$ cat src/clock_cfg_pkg.sv
// shared constants, field layout and carrier types of the sampling pll configuration block
package clock_cfg_pkg;

  // ****************************************************************
  // serial control frame
  // ****************************************************************
  localparam int        FRAME_BITS  = 24;
  localparam logic [4:0] HEAD_LAST  = 5'h0f;
  localparam logic [4:0] FRAME_LAST = 5'h17;
  localparam int        ADDR_W      = 15;

  // ****************************************************************
  // register offsets and reset values
  // ****************************************************************
  localparam logic [14:0] OFS_FB_DIV_FIRST_SECOND = 15'h003d;
  localparam logic [14:0] OFS_FB_DIV_THIRD        = 15'h003e;
  localparam logic [14:0] OFS_OSC_BIAS            = 15'h003f;
  localparam logic [14:0] OFS_SER_EMPHASIS        = 15'h0048;
  localparam logic [14:0] OFS_AUX_OUTPUT          = 15'h0057;
  localparam logic [14:0] OFS_PIN_OVERRIDE        = 15'h0058;

  localparam logic [7:0] RST_FB_DIV_FIRST_SECOND = 8'h00;
  localparam logic [7:0] RST_FB_DIV_THIRD        = 8'h20;
  localparam logic [7:0] RST_OSC_BIAS            = 8'h4f;
  localparam logic [7:0] RST_SER_EMPHASIS        = 8'h00;
  localparam logic [7:0] RST_AUX_OUTPUT          = 8'h00;
  localparam logic [7:0] RST_PIN_OVERRIDE        = 8'h00;

  // ****************************************************************
  // field positions
  // ****************************************************************
  localparam int V_LSB    = 0;
  localparam int P_LSB    = 2;
  localparam int N_LSB    = 0;
  localparam int BIAS_LSB = 0;
  localparam int PE_LSB   = 0;
  localparam int AUX_MODE_LSB = 0;
  localparam int AUX_EN_BIT   = 7;
  localparam int OVR_EN_BIT   = 7;
  localparam int OVR_D_LSB    = 4;
  localparam int OVR_C_LSB    = 2;
  localparam int OVR_SE_BIT   = 1;
  localparam int OVR_PLL_BIT  = 0;

  localparam int LANES = 8;
  localparam int PE_W  = 4;

  // ****************************************************************
  // auxiliary output modes
  // ****************************************************************
  localparam logic [2:0] AUX_MODE_UI16 = 3'h0;
  localparam logic [2:0] AUX_MODE_UI32 = 3'h1;
  localparam logic [2:0] AUX_MODE_UI64 = 3'h2;
  localparam logic [2:0] AUX_MODE_TSTP = 3'h3;

  // toggle every ratio ticks, so a full period is twice the ratio
  localparam logic [5:0] AUX_HALF_UI16 = 6'h08;
  localparam logic [5:0] AUX_HALF_UI32 = 6'h10;
  localparam logic [5:0] AUX_HALF_UI64 = 6'h20;

  typedef struct packed {
    logic [1:0] d_mode;
    logic [1:0] c_mode;
    logic       ref_se;
    logic       pll_en;
  } pll_ctrl_s;

  // ****************************************************************
  // ratio decoders, zero means stopped
  // ****************************************************************
  function automatic logic [5:0] first_ratio(input logic [1:0] sel);
    case (sel)
      2'h0:    first_ratio = 6'h05;
      2'h1:    first_ratio = 6'h04;
      2'h2:    first_ratio = 6'h03;
      default: first_ratio = 6'h00;
    endcase
  endfunction : first_ratio

  // shared by the second feedback divider and both divided-reference outputs
  function automatic logic [5:0] binary_ratio(input logic [1:0] sel);
    case (sel)
      2'h0:    binary_ratio = 6'h01;
      2'h1:    binary_ratio = 6'h02;
      2'h2:    binary_ratio = 6'h04;
      default: binary_ratio = 6'h00;
    endcase
  endfunction : binary_ratio

endpackage : clock_cfg_pkg

$ cat src/ratio_divider.sv
// programmable tick divider, one registered pulse every ratio input ticks
`timescale 1ns/1ps
module ratio_divider (
  // clock and reset
  input  wire logic       clk,
  input  wire logic       nrst,
  // control
  input  wire logic       run,
  input  wire logic [5:0] ratio,
  // ticks
  input  wire logic       tick_in,
  output logic            tick_out
);

  logic [5:0] count;

  // ratio zero or run low clears the divider, so reserved codes give no clock
  always_ff @(posedge clk or negedge nrst) begin
    if (!nrst) begin
      count    <= 6'h00;
      tick_out <= 1'b0;
    end else if (!run || ratio == 6'h00) begin
      count    <= 6'h00;
      tick_out <= 1'b0;
    end else if (tick_in) begin
      if (count >= ratio - 6'h01) begin
        count    <= 6'h00;
        tick_out <= 1'b1;
      end else begin
        count    <= count + 6'h01;
        tick_out <= 1'b0;
      end
    end else begin
      tick_out <= 1'b0;
    end
  end

endmodule : ratio_divider

$ cat src/sampling_pll_cfg.sv
// serial-port register set, feedback divider chain and auxiliary outputs of the sampling pll
`timescale 1ns/1ps

module sampling_pll_cfg (
  // clock and reset
  input  wire logic        CLOCK,
  input  wire logic        NRST,
  // serial control port
  input  wire logic        SCLK,
  input  wire logic        SCS_N,
  input  wire logic        SDI,
  output logic             SDO,
  output logic             SDO_OE_N,
  // configuration pins
  input  wire logic        PLL_EN_PIN,
  input  wire logic        PLLREF_SE_PIN,
  input  wire logic [1:0]  CLKCFG_PIN,
  input  wire logic        TIMESTAMP_INPUT,
  // timing events from neighbouring logic
  input  wire logic        OSC_TICK,
  input  wire logic        REF_TICK,
  input  wire logic        SER_UI_TICK,
  input  wire logic        SER_REINIT,
  // clock outputs
  output logic             SAMPLE_CLOCK,
  output logic             FEEDBACK_CLOCK,
  output logic             AUX_OUTPUT_PIN,
  output logic             FIRST_DIVIDED_REF,
  output logic             SECOND_DIVIDED_REF,
  // analog settings
  output logic             PLL_ENABLE,
  output logic             PLL_REF_SE,
  output logic [6:0]       OSCILLATOR_BIAS_LEVEL,
  output logic [31:0]      LANE_PREEMPHASIS
);

  typedef enum logic [1:0] {SP_IDLE, SP_HEAD, SP_DATA} spi_state_e;

  // ****************************************************************
  // pin synchronisers
  // ****************************************************************
  localparam int NPINS = 8;

  logic [NPINS-1:0] pin_raw;
  logic [NPINS-1:0] pin_s1;
  logic [NPINS-1:0] pin_s2;
  logic [NPINS-1:0] pin_s3;
  logic [NPINS-1:0] pin_f;
  logic [NPINS-1:0] pin_f_d;

  assign pin_raw = {CLKCFG_PIN, PLLREF_SE_PIN, PLL_EN_PIN, TIMESTAMP_INPUT, SDI, SCS_N, SCLK};

  always_ff @(posedge CLOCK or negedge NRST) begin
    if (!NRST) begin
      // stages start at the idle levels, so chip select cannot look active after reset
      pin_s1 <= 8'h02;
      pin_s2 <= 8'h02;
      pin_s3 <= 8'h02;
    end else begin
      pin_s1 <= pin_raw;
      pin_s2 <= pin_s1;
      pin_s3 <= pin_s2;
    end
  end

  // a level counts only once two later stages agree; chip select idles high
  always_ff @(posedge CLOCK or negedge NRST) begin
    if (!NRST) begin
      pin_f   <= 8'h02;
      pin_f_d <= 8'h02;
    end else begin
      for (int i = 0; i < NPINS; i++) begin
        if (pin_s2[i] == pin_s3[i]) begin
          pin_f[i] <= pin_s3[i];
        end
      end
      pin_f_d <= pin_f;
    end
  end

  logic sclk_rise;
  logic sclk_fall;
  logic cs_active;
  logic sdi_f;
  logic tstamp_f;

  assign sclk_rise = pin_f[0] && !pin_f_d[0];
  assign sclk_fall = !pin_f[0] && pin_f_d[0];
  assign cs_active = !pin_f[1];
  assign sdi_f     = pin_f[2];
  assign tstamp_f  = pin_f[3];

  // ****************************************************************
  // serial frame engine
  // ****************************************************************
  spi_state_e  state;
  logic [4:0]  bit_count;
  logic [15:0] shift_in;
  logic        is_read;
  logic [14:0] frame_addr;
  logic [7:0]  out_shift;
  logic        wr_en;
  logic [14:0] wr_addr;
  logic [7:0]  wr_data;
  logic [7:0]  rd_data;

  always_ff @(posedge CLOCK or negedge NRST) begin
    if (!NRST) begin
      state      <= SP_IDLE;
      bit_count  <= 5'h00;
      shift_in   <= 16'h0000;
      is_read    <= 1'b0;
      frame_addr <= 15'h0000;
      wr_en      <= 1'b0;
      wr_addr    <= 15'h0000;
      wr_data    <= 8'h00;
    end else begin
      wr_en <= 1'b0;
      if (!cs_active) begin
        state     <= SP_IDLE;
        bit_count <= 5'h00;
      end else begin
        case (state)
          SP_IDLE: begin
            state     <= SP_HEAD;
            bit_count <= 5'h00;
          end
          SP_HEAD: begin
            if (sclk_rise) begin
              shift_in  <= {shift_in[14:0], sdi_f};
              bit_count <= bit_count + 5'h01;
              if (bit_count == clock_cfg_pkg::HEAD_LAST) begin
                is_read    <= shift_in[14];
                frame_addr <= {shift_in[13:0], sdi_f};
                state      <= SP_DATA;
              end
            end
          end
          SP_DATA: begin
            if (sclk_rise) begin
              shift_in  <= {shift_in[14:0], sdi_f};
              bit_count <= bit_count + 5'h01;
              if (bit_count == clock_cfg_pkg::FRAME_LAST) begin
                wr_en   <= !is_read;
                wr_addr <= frame_addr;
                wr_data <= {shift_in[6:0], sdi_f};
                state   <= SP_IDLE;
              end
            end
          end
          default: state <= SP_IDLE;
        endcase
      end
    end
  end

  // read data launched on falling clock so it is stable at the next rise
  always_ff @(posedge CLOCK or negedge NRST) begin
    if (!NRST) begin
      out_shift <= 8'h00;
      SDO       <= 1'b0;
      SDO_OE_N  <= 1'b1;
    end else if (cs_active && state == SP_HEAD && sclk_rise &&
                 bit_count == clock_cfg_pkg::HEAD_LAST) begin
      // a write frame shifts zeros, so the undriven pin stays low
      out_shift <= shift_in[14] ? rd_data : 8'h00;
      SDO       <= shift_in[14] && rd_data[7];
      SDO_OE_N  <= !shift_in[14];
    end else if (state == SP_DATA && cs_active) begin
      if (sclk_fall) begin
        out_shift <= {out_shift[6:0], 1'b0};
        SDO       <= out_shift[6];
      end
    end else begin
      SDO_OE_N <= 1'b1;
      SDO      <= 1'b0;
    end
  end

  // ****************************************************************
  // register file
  // ****************************************************************
  logic [7:0] fb_div_first_second;
  logic [7:0] fb_div_third;
  logic [7:0] osc_bias;
  logic [7:0] ser_emphasis;
  logic [7:0] aux_ctrl;
  logic [7:0] pin_override;

  // reserved bits are stored as written; software keeps them at reset value
  always_ff @(posedge CLOCK or negedge NRST) begin
    if (!NRST) begin
      fb_div_first_second <= clock_cfg_pkg::RST_FB_DIV_FIRST_SECOND;
      fb_div_third        <= clock_cfg_pkg::RST_FB_DIV_THIRD;
      osc_bias            <= clock_cfg_pkg::RST_OSC_BIAS;
      ser_emphasis        <= clock_cfg_pkg::RST_SER_EMPHASIS;
      aux_ctrl            <= clock_cfg_pkg::RST_AUX_OUTPUT;
      pin_override        <= clock_cfg_pkg::RST_PIN_OVERRIDE;
    end else if (wr_en) begin
      case (wr_addr)
        clock_cfg_pkg::OFS_FB_DIV_FIRST_SECOND: fb_div_first_second <= wr_data;
        clock_cfg_pkg::OFS_FB_DIV_THIRD:        fb_div_third        <= wr_data;
        clock_cfg_pkg::OFS_OSC_BIAS:            osc_bias            <= wr_data;
        clock_cfg_pkg::OFS_SER_EMPHASIS:        ser_emphasis        <= wr_data;
        clock_cfg_pkg::OFS_AUX_OUTPUT:          aux_ctrl            <= wr_data;
        clock_cfg_pkg::OFS_PIN_OVERRIDE:        pin_override        <= wr_data;
        default: ;
      endcase
    end
  end

  // unmapped addresses read as zero
  always_comb begin
    case (frame_addr_next())
      clock_cfg_pkg::OFS_FB_DIV_FIRST_SECOND: rd_data = fb_div_first_second;
      clock_cfg_pkg::OFS_FB_DIV_THIRD:        rd_data = fb_div_third;
      clock_cfg_pkg::OFS_OSC_BIAS:            rd_data = osc_bias;
      clock_cfg_pkg::OFS_SER_EMPHASIS:        rd_data = ser_emphasis;
      clock_cfg_pkg::OFS_AUX_OUTPUT:          rd_data = aux_ctrl;
      clock_cfg_pkg::OFS_PIN_OVERRIDE:        rd_data = pin_override;
      default:                                rd_data = 8'h00;
    endcase
  end

  // the address is complete only with the bit arriving this cycle
  function automatic logic [14:0] frame_addr_next();
    frame_addr_next = {shift_in[13:0], sdi_f};
  endfunction : frame_addr_next

  // ****************************************************************
  // pin or register control of the pll
  // ****************************************************************
  clock_cfg_pkg::pll_ctrl_s ctrl;

  always_ff @(posedge CLOCK or negedge NRST) begin
    if (!NRST) begin
      ctrl <= '0;
    end else if (pin_override[clock_cfg_pkg::OVR_EN_BIT]) begin
      ctrl.d_mode <= pin_override[clock_cfg_pkg::OVR_D_LSB +: 2];
      ctrl.c_mode <= pin_override[clock_cfg_pkg::OVR_C_LSB +: 2];
      ctrl.ref_se <= pin_override[clock_cfg_pkg::OVR_SE_BIT];
      ctrl.pll_en <= pin_override[clock_cfg_pkg::OVR_PLL_BIT];
    end else begin
      // pin mode: the config straps steer the first output, the second stays off
      ctrl.d_mode <= 2'h0;
      ctrl.c_mode <= pin_f[7:6];
      ctrl.ref_se <= pin_f[5];
      ctrl.pll_en <= pin_f[4];
    end
  end

  always_ff @(posedge CLOCK or negedge NRST) begin
    if (!NRST) begin
      PLL_ENABLE            <= 1'b0;
      PLL_REF_SE            <= 1'b0;
      OSCILLATOR_BIAS_LEVEL <= 7'h00;
      LANE_PREEMPHASIS      <= 32'h0000_0000;
    end else begin
      PLL_ENABLE            <= ctrl.pll_en;
      PLL_REF_SE            <= ctrl.ref_se;
      OSCILLATOR_BIAS_LEVEL <= osc_bias[clock_cfg_pkg::BIAS_LSB +: 7];
      LANE_PREEMPHASIS      <= {clock_cfg_pkg::LANES{
                                ser_emphasis[clock_cfg_pkg::PE_LSB +: 4]}};
    end
  end

  // ****************************************************************
  // feedback divider chain
  // ****************************************************************
  logic first_tick;
  logic sample_tick;
  logic feedback_tick;

  ratio_divider u_first (
    .clk      (CLOCK),
    .nrst     (NRST),
    .run      (ctrl.pll_en),
    .ratio    (clock_cfg_pkg::first_ratio(
                 fb_div_first_second[clock_cfg_pkg::V_LSB +: 2])),
    .tick_in  (OSC_TICK),
    .tick_out (first_tick)
  );

  ratio_divider u_second (
    .clk      (CLOCK),
    .nrst     (NRST),
    .run      (ctrl.pll_en),
    .ratio    (clock_cfg_pkg::binary_ratio(
                 fb_div_first_second[clock_cfg_pkg::P_LSB +: 2])),
    .tick_in  (first_tick),
    .tick_out (sample_tick)
  );

  ratio_divider u_third (
    .clk      (CLOCK),
    .nrst     (NRST),
    .run      (ctrl.pll_en),
    .ratio    (fb_div_third[clock_cfg_pkg::N_LSB +: 6]),
    .tick_in  (sample_tick),
    .tick_out (feedback_tick)
  );

  // ****************************************************************
  // auxiliary output and divided references
  // ****************************************************************
  logic [2:0] aux_mode;
  logic       aux_en;
  logic [5:0] aux_half;
  logic       aux_tick;
  logic       ref_c_tick;
  logic       ref_d_tick;

  assign aux_mode = aux_ctrl[clock_cfg_pkg::AUX_MODE_LSB +: 3];
  assign aux_en   = aux_ctrl[clock_cfg_pkg::AUX_EN_BIT];

  always_comb begin
    case (aux_mode)
      clock_cfg_pkg::AUX_MODE_UI16: aux_half = clock_cfg_pkg::AUX_HALF_UI16;
      clock_cfg_pkg::AUX_MODE_UI32: aux_half = clock_cfg_pkg::AUX_HALF_UI32;
      clock_cfg_pkg::AUX_MODE_UI64: aux_half = clock_cfg_pkg::AUX_HALF_UI64;
      default:                      aux_half = 6'h00;
    endcase
  end

  ratio_divider u_aux (
    .clk      (CLOCK),
    .nrst     (NRST),
    .run      (aux_en && !SER_REINIT),
    .ratio    (aux_half),
    .tick_in  (SER_UI_TICK),
    .tick_out (aux_tick)
  );

  ratio_divider u_ref_c (
    .clk      (CLOCK),
    .nrst     (NRST),
    .run      (ctrl.c_mode != 2'h0),
    .ratio    (clock_cfg_pkg::binary_ratio(ctrl.c_mode - 2'h1)),
    .tick_in  (REF_TICK),
    .tick_out (ref_c_tick)
  );

  // the second output only runs while the first one does
  ratio_divider u_ref_d (
    .clk      (CLOCK),
    .nrst     (NRST),
    .run      (ctrl.d_mode != 2'h0 && ctrl.c_mode != 2'h0),
    .ratio    (clock_cfg_pkg::binary_ratio(ctrl.d_mode - 2'h1)),
    .tick_in  (REF_TICK),
    .tick_out (ref_d_tick)
  );

  always_ff @(posedge CLOCK or negedge NRST) begin
    if (!NRST) begin
      SAMPLE_CLOCK   <= 1'b0;
      FEEDBACK_CLOCK <= 1'b0;
    end else if (!ctrl.pll_en) begin
      SAMPLE_CLOCK   <= 1'b0;
      FEEDBACK_CLOCK <= 1'b0;
    end else begin
      SAMPLE_CLOCK   <= SAMPLE_CLOCK ^ sample_tick;
      FEEDBACK_CLOCK <= FEEDBACK_CLOCK ^ feedback_tick;
    end
  end

  // clock modes follow the serializer, so a reinit parks the pin low
  always_ff @(posedge CLOCK or negedge NRST) begin
    if (!NRST) begin
      AUX_OUTPUT_PIN <= 1'b0;
    end else if (!aux_en) begin
      AUX_OUTPUT_PIN <= 1'b0;
    end else if (aux_mode == clock_cfg_pkg::AUX_MODE_TSTP) begin
      AUX_OUTPUT_PIN <= tstamp_f;
    end else if (aux_mode > clock_cfg_pkg::AUX_MODE_TSTP || SER_REINIT) begin
      AUX_OUTPUT_PIN <= 1'b0;
    end else begin
      AUX_OUTPUT_PIN <= AUX_OUTPUT_PIN ^ aux_tick;
    end
  end

  always_ff @(posedge CLOCK or negedge NRST) begin
    if (!NRST) begin
      FIRST_DIVIDED_REF  <= 1'b0;
      SECOND_DIVIDED_REF <= 1'b0;
    end else begin
      FIRST_DIVIDED_REF  <= (ctrl.c_mode == 2'h0) ? 1'b0 : FIRST_DIVIDED_REF ^ ref_c_tick;
      SECOND_DIVIDED_REF <= (ctrl.d_mode == 2'h0 || ctrl.c_mode == 2'h0) ?
                            1'b0 : SECOND_DIVIDED_REF ^ ref_d_tick;
    end
  end

endmodule : sampling_pll_cfg

$ cat config.mk
export PLATFORM = sky130hd
export DESIGN_NAME = sampling_pll_cfg
export DESIGN_NICKNAME = d
export VERILOG_FILES = /design/src/clock_cfg_pkg.sv /design/src/ratio_divider.sv /design/src/sampling_pll_cfg.sv
export SDC_FILE = /design/constraint.sdc
export NUM_CORES = 1
export LEC_CHECK = 0
export BUFFER_PORTS_ARGS = -buffer_cell sky130_fd_sc_hd__clkbuf_2
export CAP_MARGIN = 0
export CORE_MARGIN = 4
export CORE_UTILIZATION = 45
export DETAILED_ROUTE_END_ITERATION = 8
export GPL_TIMING_DRIVEN = 0
export PLACE_DENSITY = 0.71
export SYNTH_ARGS = -nofsm -noshare
export SYNTH_HDL_FRONTEND = slang
export SYNTH_SLANG_ARGS = --single-unit
$ cat constraint.sdc
create_clock -name CLOCK -period 3.5 [get_ports CLOCK]
set_input_delay 0 -clock CLOCK [delete_from_list [all_inputs] [get_ports CLOCK]]
set_output_delay 0 -clock CLOCK [all_outputs]
set_load 0.005 [all_outputs]
==> out/qor.txt, run 1 <==
status: finished, final reports clean
r2r setup slk: 340 ps
PD cells: 464 nW/um^2
Max Used Layer: met4
Worst Setup SP: aux_ctrl[0]
Post-CTS Setup Repair Bufs: 0
M1 wire length: 9.31 mm
period utilization: 0.904
final hold slack: 131 ps
TritonCTS clock tree: done
sw frac: 0.234
CP Launch Type: flop
reg2reg path depth: 8
unrepaired setup endpoints after global routing: no
Distinct cells, synth: 69
H-tree depth: 1
pin count of the biggest net entering global routing: 118
GP Congestion: 0.833
Total Routing Usage GR: 0.158
CP Max Fanout: 8
Fin. Hold Viols: 0
max_cap viols: 0
CP Capture Type: flop
CTS clk-pin slew, worst paths: 60 ps
Final Util: 0.527
combinational share of power: 0.078
Leak: 0.00571 uW
worst r2r src: aux_ctrl[0]
# DRC: 0
WS Path Type: reg2reg
WP buf/inv: 1
worst path required time: 3940 ps
Setup Skew: 9.75 ps
grt ovf: 0
Worst path most repeated cell: ha_1
Nets: 1022
TritonCTS Buffers: 24
Horiz. Die Dim: 159 um
DR pass1 iterations: 6
CP Cell Sequence: or3_1, ha_1, ha_1, ha_1, nor2_1, a211oi_1, nor3b_1, dlygate4sd3_1
CP delay by family, top: adder cells
CTS root buffer: clkbuf_16
CORE AREA: 22600 sq um
f_max: 0.316 GHz
Mapped Cells: 849
fin cells: 1254
# IOs: 62
Reg2Reg Capture Point: u_aux.tick_out
setup ws final: 335 ps
drt wl/cell: 15.8 um
die area: 25400 sq um
# clock sinks: 218
Antenna Nets Post-Route: 0
first-pass GRT wire length: 34.5 mm
Yosys top cell area share: 0.502
diodes inserted: 0
Top Registers: frame_addr x15, shift_in x15, wr_addr x15
clock buffer depth: 3
worst skew pair latency: 510 ps
Die Y: 159 um
vias post-DR: 6764
WL met3: 838 um
Placed Cells: 1196
worst rel slew slack: 0.367
fillers: 1905
Pint: 4250 uW
Slew @ Worst Pin: 947 ps
Area Overhead vs Synth: 15.6%
Clk network pwr share: 0.438
P_sw: 1300 uW
vias in the first global route: 6864
post-synth top area cell: dfrtp_1
Peak VDD IR: 0.222 mV
Main synth FF type: dfrtp_1
Synth async-reset ratio: 1.00
CP peak stage delay: 640 ps
# port buffers: 61
Initial DRC Count: 406
pre-CTS setup slack: 490 ps
Post-synth EDFFs: 0
initial antenna violation count: 0
synthesized area: 10300 sq um
share of layout cells above drive strength 1: 0.276
critical path's slowest cell: a211oi_1
Seq pwr share: 0.484
number of synthesized register bits: 218
synth top area cells: dfrtp_1 (50%), mux2_2 (11%), ha_1 (6.9%)
HP Class: in2async
Commonest cells post-synth: dfrtp_1 (207), mux2_2 (105), ha_1 (57), nand2_1 (49), nor2_1 (38)
Arrival @ worst endpoint: 3610 ps
Initial Util: 0.456
met2 wire len: 9.32 mm
Synth Warn #: 0
most common cell in the synthesized netlist: dfrtp_1
drt total wl: 19.8 mm
Final min period: 3160 ps
register area share after synthesis: 0.530
Mean Syn Cell Area: 12.2 sq um
final setup violation count: 0
syn nets: 920
FP Rows: 55
Final HPWL DP: 13.3 mm
Max Slew Vio Count: 0
vias per std cell: 5.39
==> metal layers <==
metal	up-vias	GRT usage
li1	3272	-
met1	3342	0.221
met2	118	0.260
met3	32	0.0256
met4	0	0.0371
met5	-	0
==> power by group through the flow <==
stage,registers (uW),logic [uW],clock network [uW]
global placement,2730,402,0
floorplan,2710,277,0
finish,2690,430,2430
global route,2700,494,2600
CTS,2690,434,2500
detailed placement,2730,419,0
==> cells in the final DEF (no fill, tap or decap), drive strengths merged, types with 14 or more instances in the layout <==
master       Yosys  final
dfrtp          207    207
mux2           105    105
ha              57     57
and3            14     14
o21ai           27     27
nor2            38     38
inv             37     37
nand3           19     19
buf             30     31
a21oi           23     23
a221oi          16     16
clkbuf          16    113
nor3            20     20
dlygate4sd3      0     14
nand2           49     49
==> worst max path at each step <==
stage                      to  slack (ps)  depth (start not counted)
5_1_grt        u_aux.tick_out         100                          8
3_5_place_dp     out_shift[1]         490                          9
4_1_cts        u_aux.tick_out         360                          8
6_report       u_aux.tick_out         340                          8
2_1_floorplan  u_aux.count[2]         810                          9
3_3_place_gp      wr_addr[13]       -1850                          1
==> final cells by class <==
cell class,instances,area (sq um),share of cell area
clock buffers,36,707,0.0592
repair buffers,76,482,0.0404
multi-input cells,548,4440,0.372
well taps,285,357,0.0299
inverters,37,139,0.0116
flip-flops and latches,218,5470,0.458
clock inverters,8,65.1,0.00545
plain buffers,46,280,0.0235
==> stage by stage <==
stage / power (uW) / setup TNS (ps) / cell area (sq um)
2_1_floorplan: 2980 / 0 / 10300
3_3_place_gp: 3130 / -381860 / 11000
3_5_place_dp: 3150 / 0 / 11000
4_1_cts: 5620 / 0 / 11900
5_1_grt: 5800 / 0 / 11900
6_report: 5540 / 0 / 11900
==> kinds of logic after synthesis <==
| kind of cell | share of synthesized area |
|---|---|
| XOR/XNOR | 0.0136 |
| adder cells (fa/ha/maj) | 0.0768 |
| AO/OA/AOI/OAI | 0.0858 |
| buffers and inverters | 0.0406 |
| AND/OR/NAND/NOR | 0.131 |
| multiplexers | 0.122 |
| flip-flops | 0.530 |
==> what timing repair did <==
action / in CTS / in global routing
hold buffers: 14 / 0
resized for setup: 0 / 0
hold endpoints to repair: 128 / 0
==> worst register-to-register path, cell delays in order, from the launching register on <==
cell,delay (ps)
dfrtp_1,440
or3_1,430
ha_1,200
ha_1,270
ha_1,270
nor2_1,40
a211oi_1,640
nor3b_1,260
dlygate4sd3_1,560
(Power assumes the default switching activity.)
==> run 2, diff against run 1 <==
- CORE_ASPECT_RATIO: default -> 1.75
==> out/qor.txt, run 2 (synthesis results as in run 1) <==
commonest cells after routing, fill and taps aside: dfrtp_1 (207), mux2_2 (105), clkbuf_2 (60) (unchanged)
TritonCTS clock tree: done (unchanged)
Initial DRC Count: 429 (was 406)
Setup Skew: 10.2 ps (was 9.75 ps)
HP Class: in2async (unchanged)
Total Routing Usage GR: 0.162 (was 0.158)
worst path required time: 3940 ps (about the same)
worst skew pair latency: 500 ps (was 510 ps)
Final Instance Area: 11900 sq um (about the same)
final hold slack: 17.3 ps (was 131 ps)
Max Slew Vio Count: 0 (unchanged)
drt wl/cell: 16.2 um (was 15.8 um)
CP delay by family, top: adder cells (unchanged)
Nets: 1020 (was 1022)
H-tree depth: 1 (unchanged)
Die Y: 208 um (was 159 um)
Final Util: 0.527 (about the same)
critical path's slowest cell: a211oi_1 (unchanged)
# port buffers: 61 (unchanged)
CTS clk-pin slew, worst paths: 70 ps (was 60 ps)
reg2reg path depth: 8 (unchanged)
Leak: 0.00567 uW (was 0.00571 uW)
fin cells: 1264 (was 1254)
Placed Instance Area: 11100 sq um (was 11000 sq um)
initial antenna violation count: 0 (unchanged)
grt ovf: 0 (unchanged)
clock buffer depth: 3 (unchanged)
CTS-repair resized insts: 0 (unchanged)
WS Path Type: reg2reg (unchanged)
CP Launch Type: flop (unchanged)
WP buf/inv: 1 (unchanged)
CTS root buffer: clkbuf_16 (unchanged)
Peak VDD IR: 0.370 mV (was 0.222 mV)
Horiz. Die Dim: 123 um (was 159 um)
CORE AREA: 22700 sq um (was 22600 sq um)
unrepaired setup endpoints after global routing: no (unchanged)
status: finished, final reports clean (unchanged)
f_max: 0.312 GHz (was 0.316 GHz)
Final min period: 3200 ps (was 3160 ps)
TritonCTS Buffers: 21 (was 24)
Antenna Nets Post-Route: 0 (unchanged)
GP Congestion: 0.874 (was 0.833)
FP Rows: 73 (was 55)
PD cells: 458 nW/um^2 (was 464 nW/um^2)
setup ws final: 297 ps (was 335 ps)
worst rel slew slack: 0.330 (was 0.367)
period utilization: 0.915 (was 0.904)
vias post-DR: 6912 (was 6764)
CP Max Fanout: 8 (unchanged)
vias in the first global route: 7010 (was 6864)
pin count of the biggest net entering global routing: 95 (was 118)
# IOs: 62 (unchanged)
fillers: 1946 (was 1905)
drt total wl: 20.4 mm (was 19.8 mm)
most common cell after layout, fill and taps aside: dfrtp_1 (unchanged)
Area Overhead vs Synth: 15.5% (was 15.6%)
DR pass1 iterations: 6 (unchanged)
max_cap viols: 0 (unchanged)
CP peak stage delay: 660 ps (was 640 ps)
share of layout cells above drive strength 1: 0.276 (about the same)
# clock sinks: 218 (unchanged)
Arrival @ worst endpoint: 3640 ps (was 3610 ps)
CP Capture Type: flop (unchanged)
Top Registers: frame_addr x15, shift_in x15, wr_addr x15 (unchanged)
die area: 25500 sq um (was 25400 sq um)
Reg2Reg Capture Point: u_aux.tick_out (unchanged)
diodes inserted: 0 (unchanged)
first-pass GRT wire length: 34.0 mm (was 34.5 mm)
worst r2r src: aux_ctrl[0] (unchanged)
r2r setup slk: 300 ps (was 340 ps)
cts hold-fix bufs: 14 (unchanged)
vias per std cell: 5.47 (was 5.39)
Fin. Hold Viols: 0 (unchanged)
CP Cell Sequence: or3_1, ha_1, ha_1, ha_1, nor2_1, a211oi_1, nor3b_1, dlygate4sd3_1 (unchanged)
final setup violation count: 0 (unchanged)
Slew @ Worst Pin: 996 ps (was 947 ps)
Post-CTS Setup Repair Bufs: 0 (unchanged)
Placed Cells: 1212 (was 1196)
Initial Util: 0.456 (about the same)
Final HPWL DP: 14.6 mm (was 13.3 mm)
# DRC: 0 (unchanged)
pre-CTS setup slack: 483 ps (was 490 ps)
Worst path most repeated cell: ha_1 (unchanged)
## run 2: routing by layer
metal | routed length, um | GRT usage | vias up
met1 | 7680 | 0.177 | 3452
met3 | 707 | 0.0177 | 54
met2 | 11300 | 0.307 | 135
li1 | - | - | 3271
met5 | 0 | 0 | -
met4 | 796 | 0.0731 | 0
## run 2: stage by stage
step	TNS [ps]	total power [uW]
4_1_cts	0	5530
6_report	0	5460
5_1_grt	0	5680
3_5_place_dp	0	3160
2_1_floorplan	0	2980
3_3_place_gp	-361010	3140
## run 2: power by group
part           switching (uW)  internal [uW]
Combinational             257            175
Clock                     981           1360
Sequential               79.2           2610
Total                    1320           4150
## run 2: final cells by class
type,instances,area [sq um],share of cell area
Inverter,37,139,0.0116
Timing Repair Buffer,77,509,0.0427
Tap cell,300,375,0.0315
Clock inverter,13,164,0.0137
Multi-Input combinational cell,548,4440,0.372
Clock buffer,25,551,0.0462
Sequential cell,218,5470,0.459
Buffer,46,280,0.0235
## run 2: how the worst max path moves through the flow
| stage | end | slack [ps] | startpoint | depth (start not counted) |
|---|---|---|---|---|
| floorplan | u_aux.count[2] | 810 | aux_ctrl[0] | 9 |
| global placement | bit_count[3] | -1760 | NRST | 1 |
| detailed placement | out_shift[6] | 480 | bit_count[0] | 9 |
| CTS | u_aux.tick_out | 320 | aux_ctrl[0] | 8 |
| global route | u_aux.tick_out | 110 | aux_ctrl[0] | 8 |
| finish | u_aux.tick_out | 300 | aux_ctrl[0] | 8 |
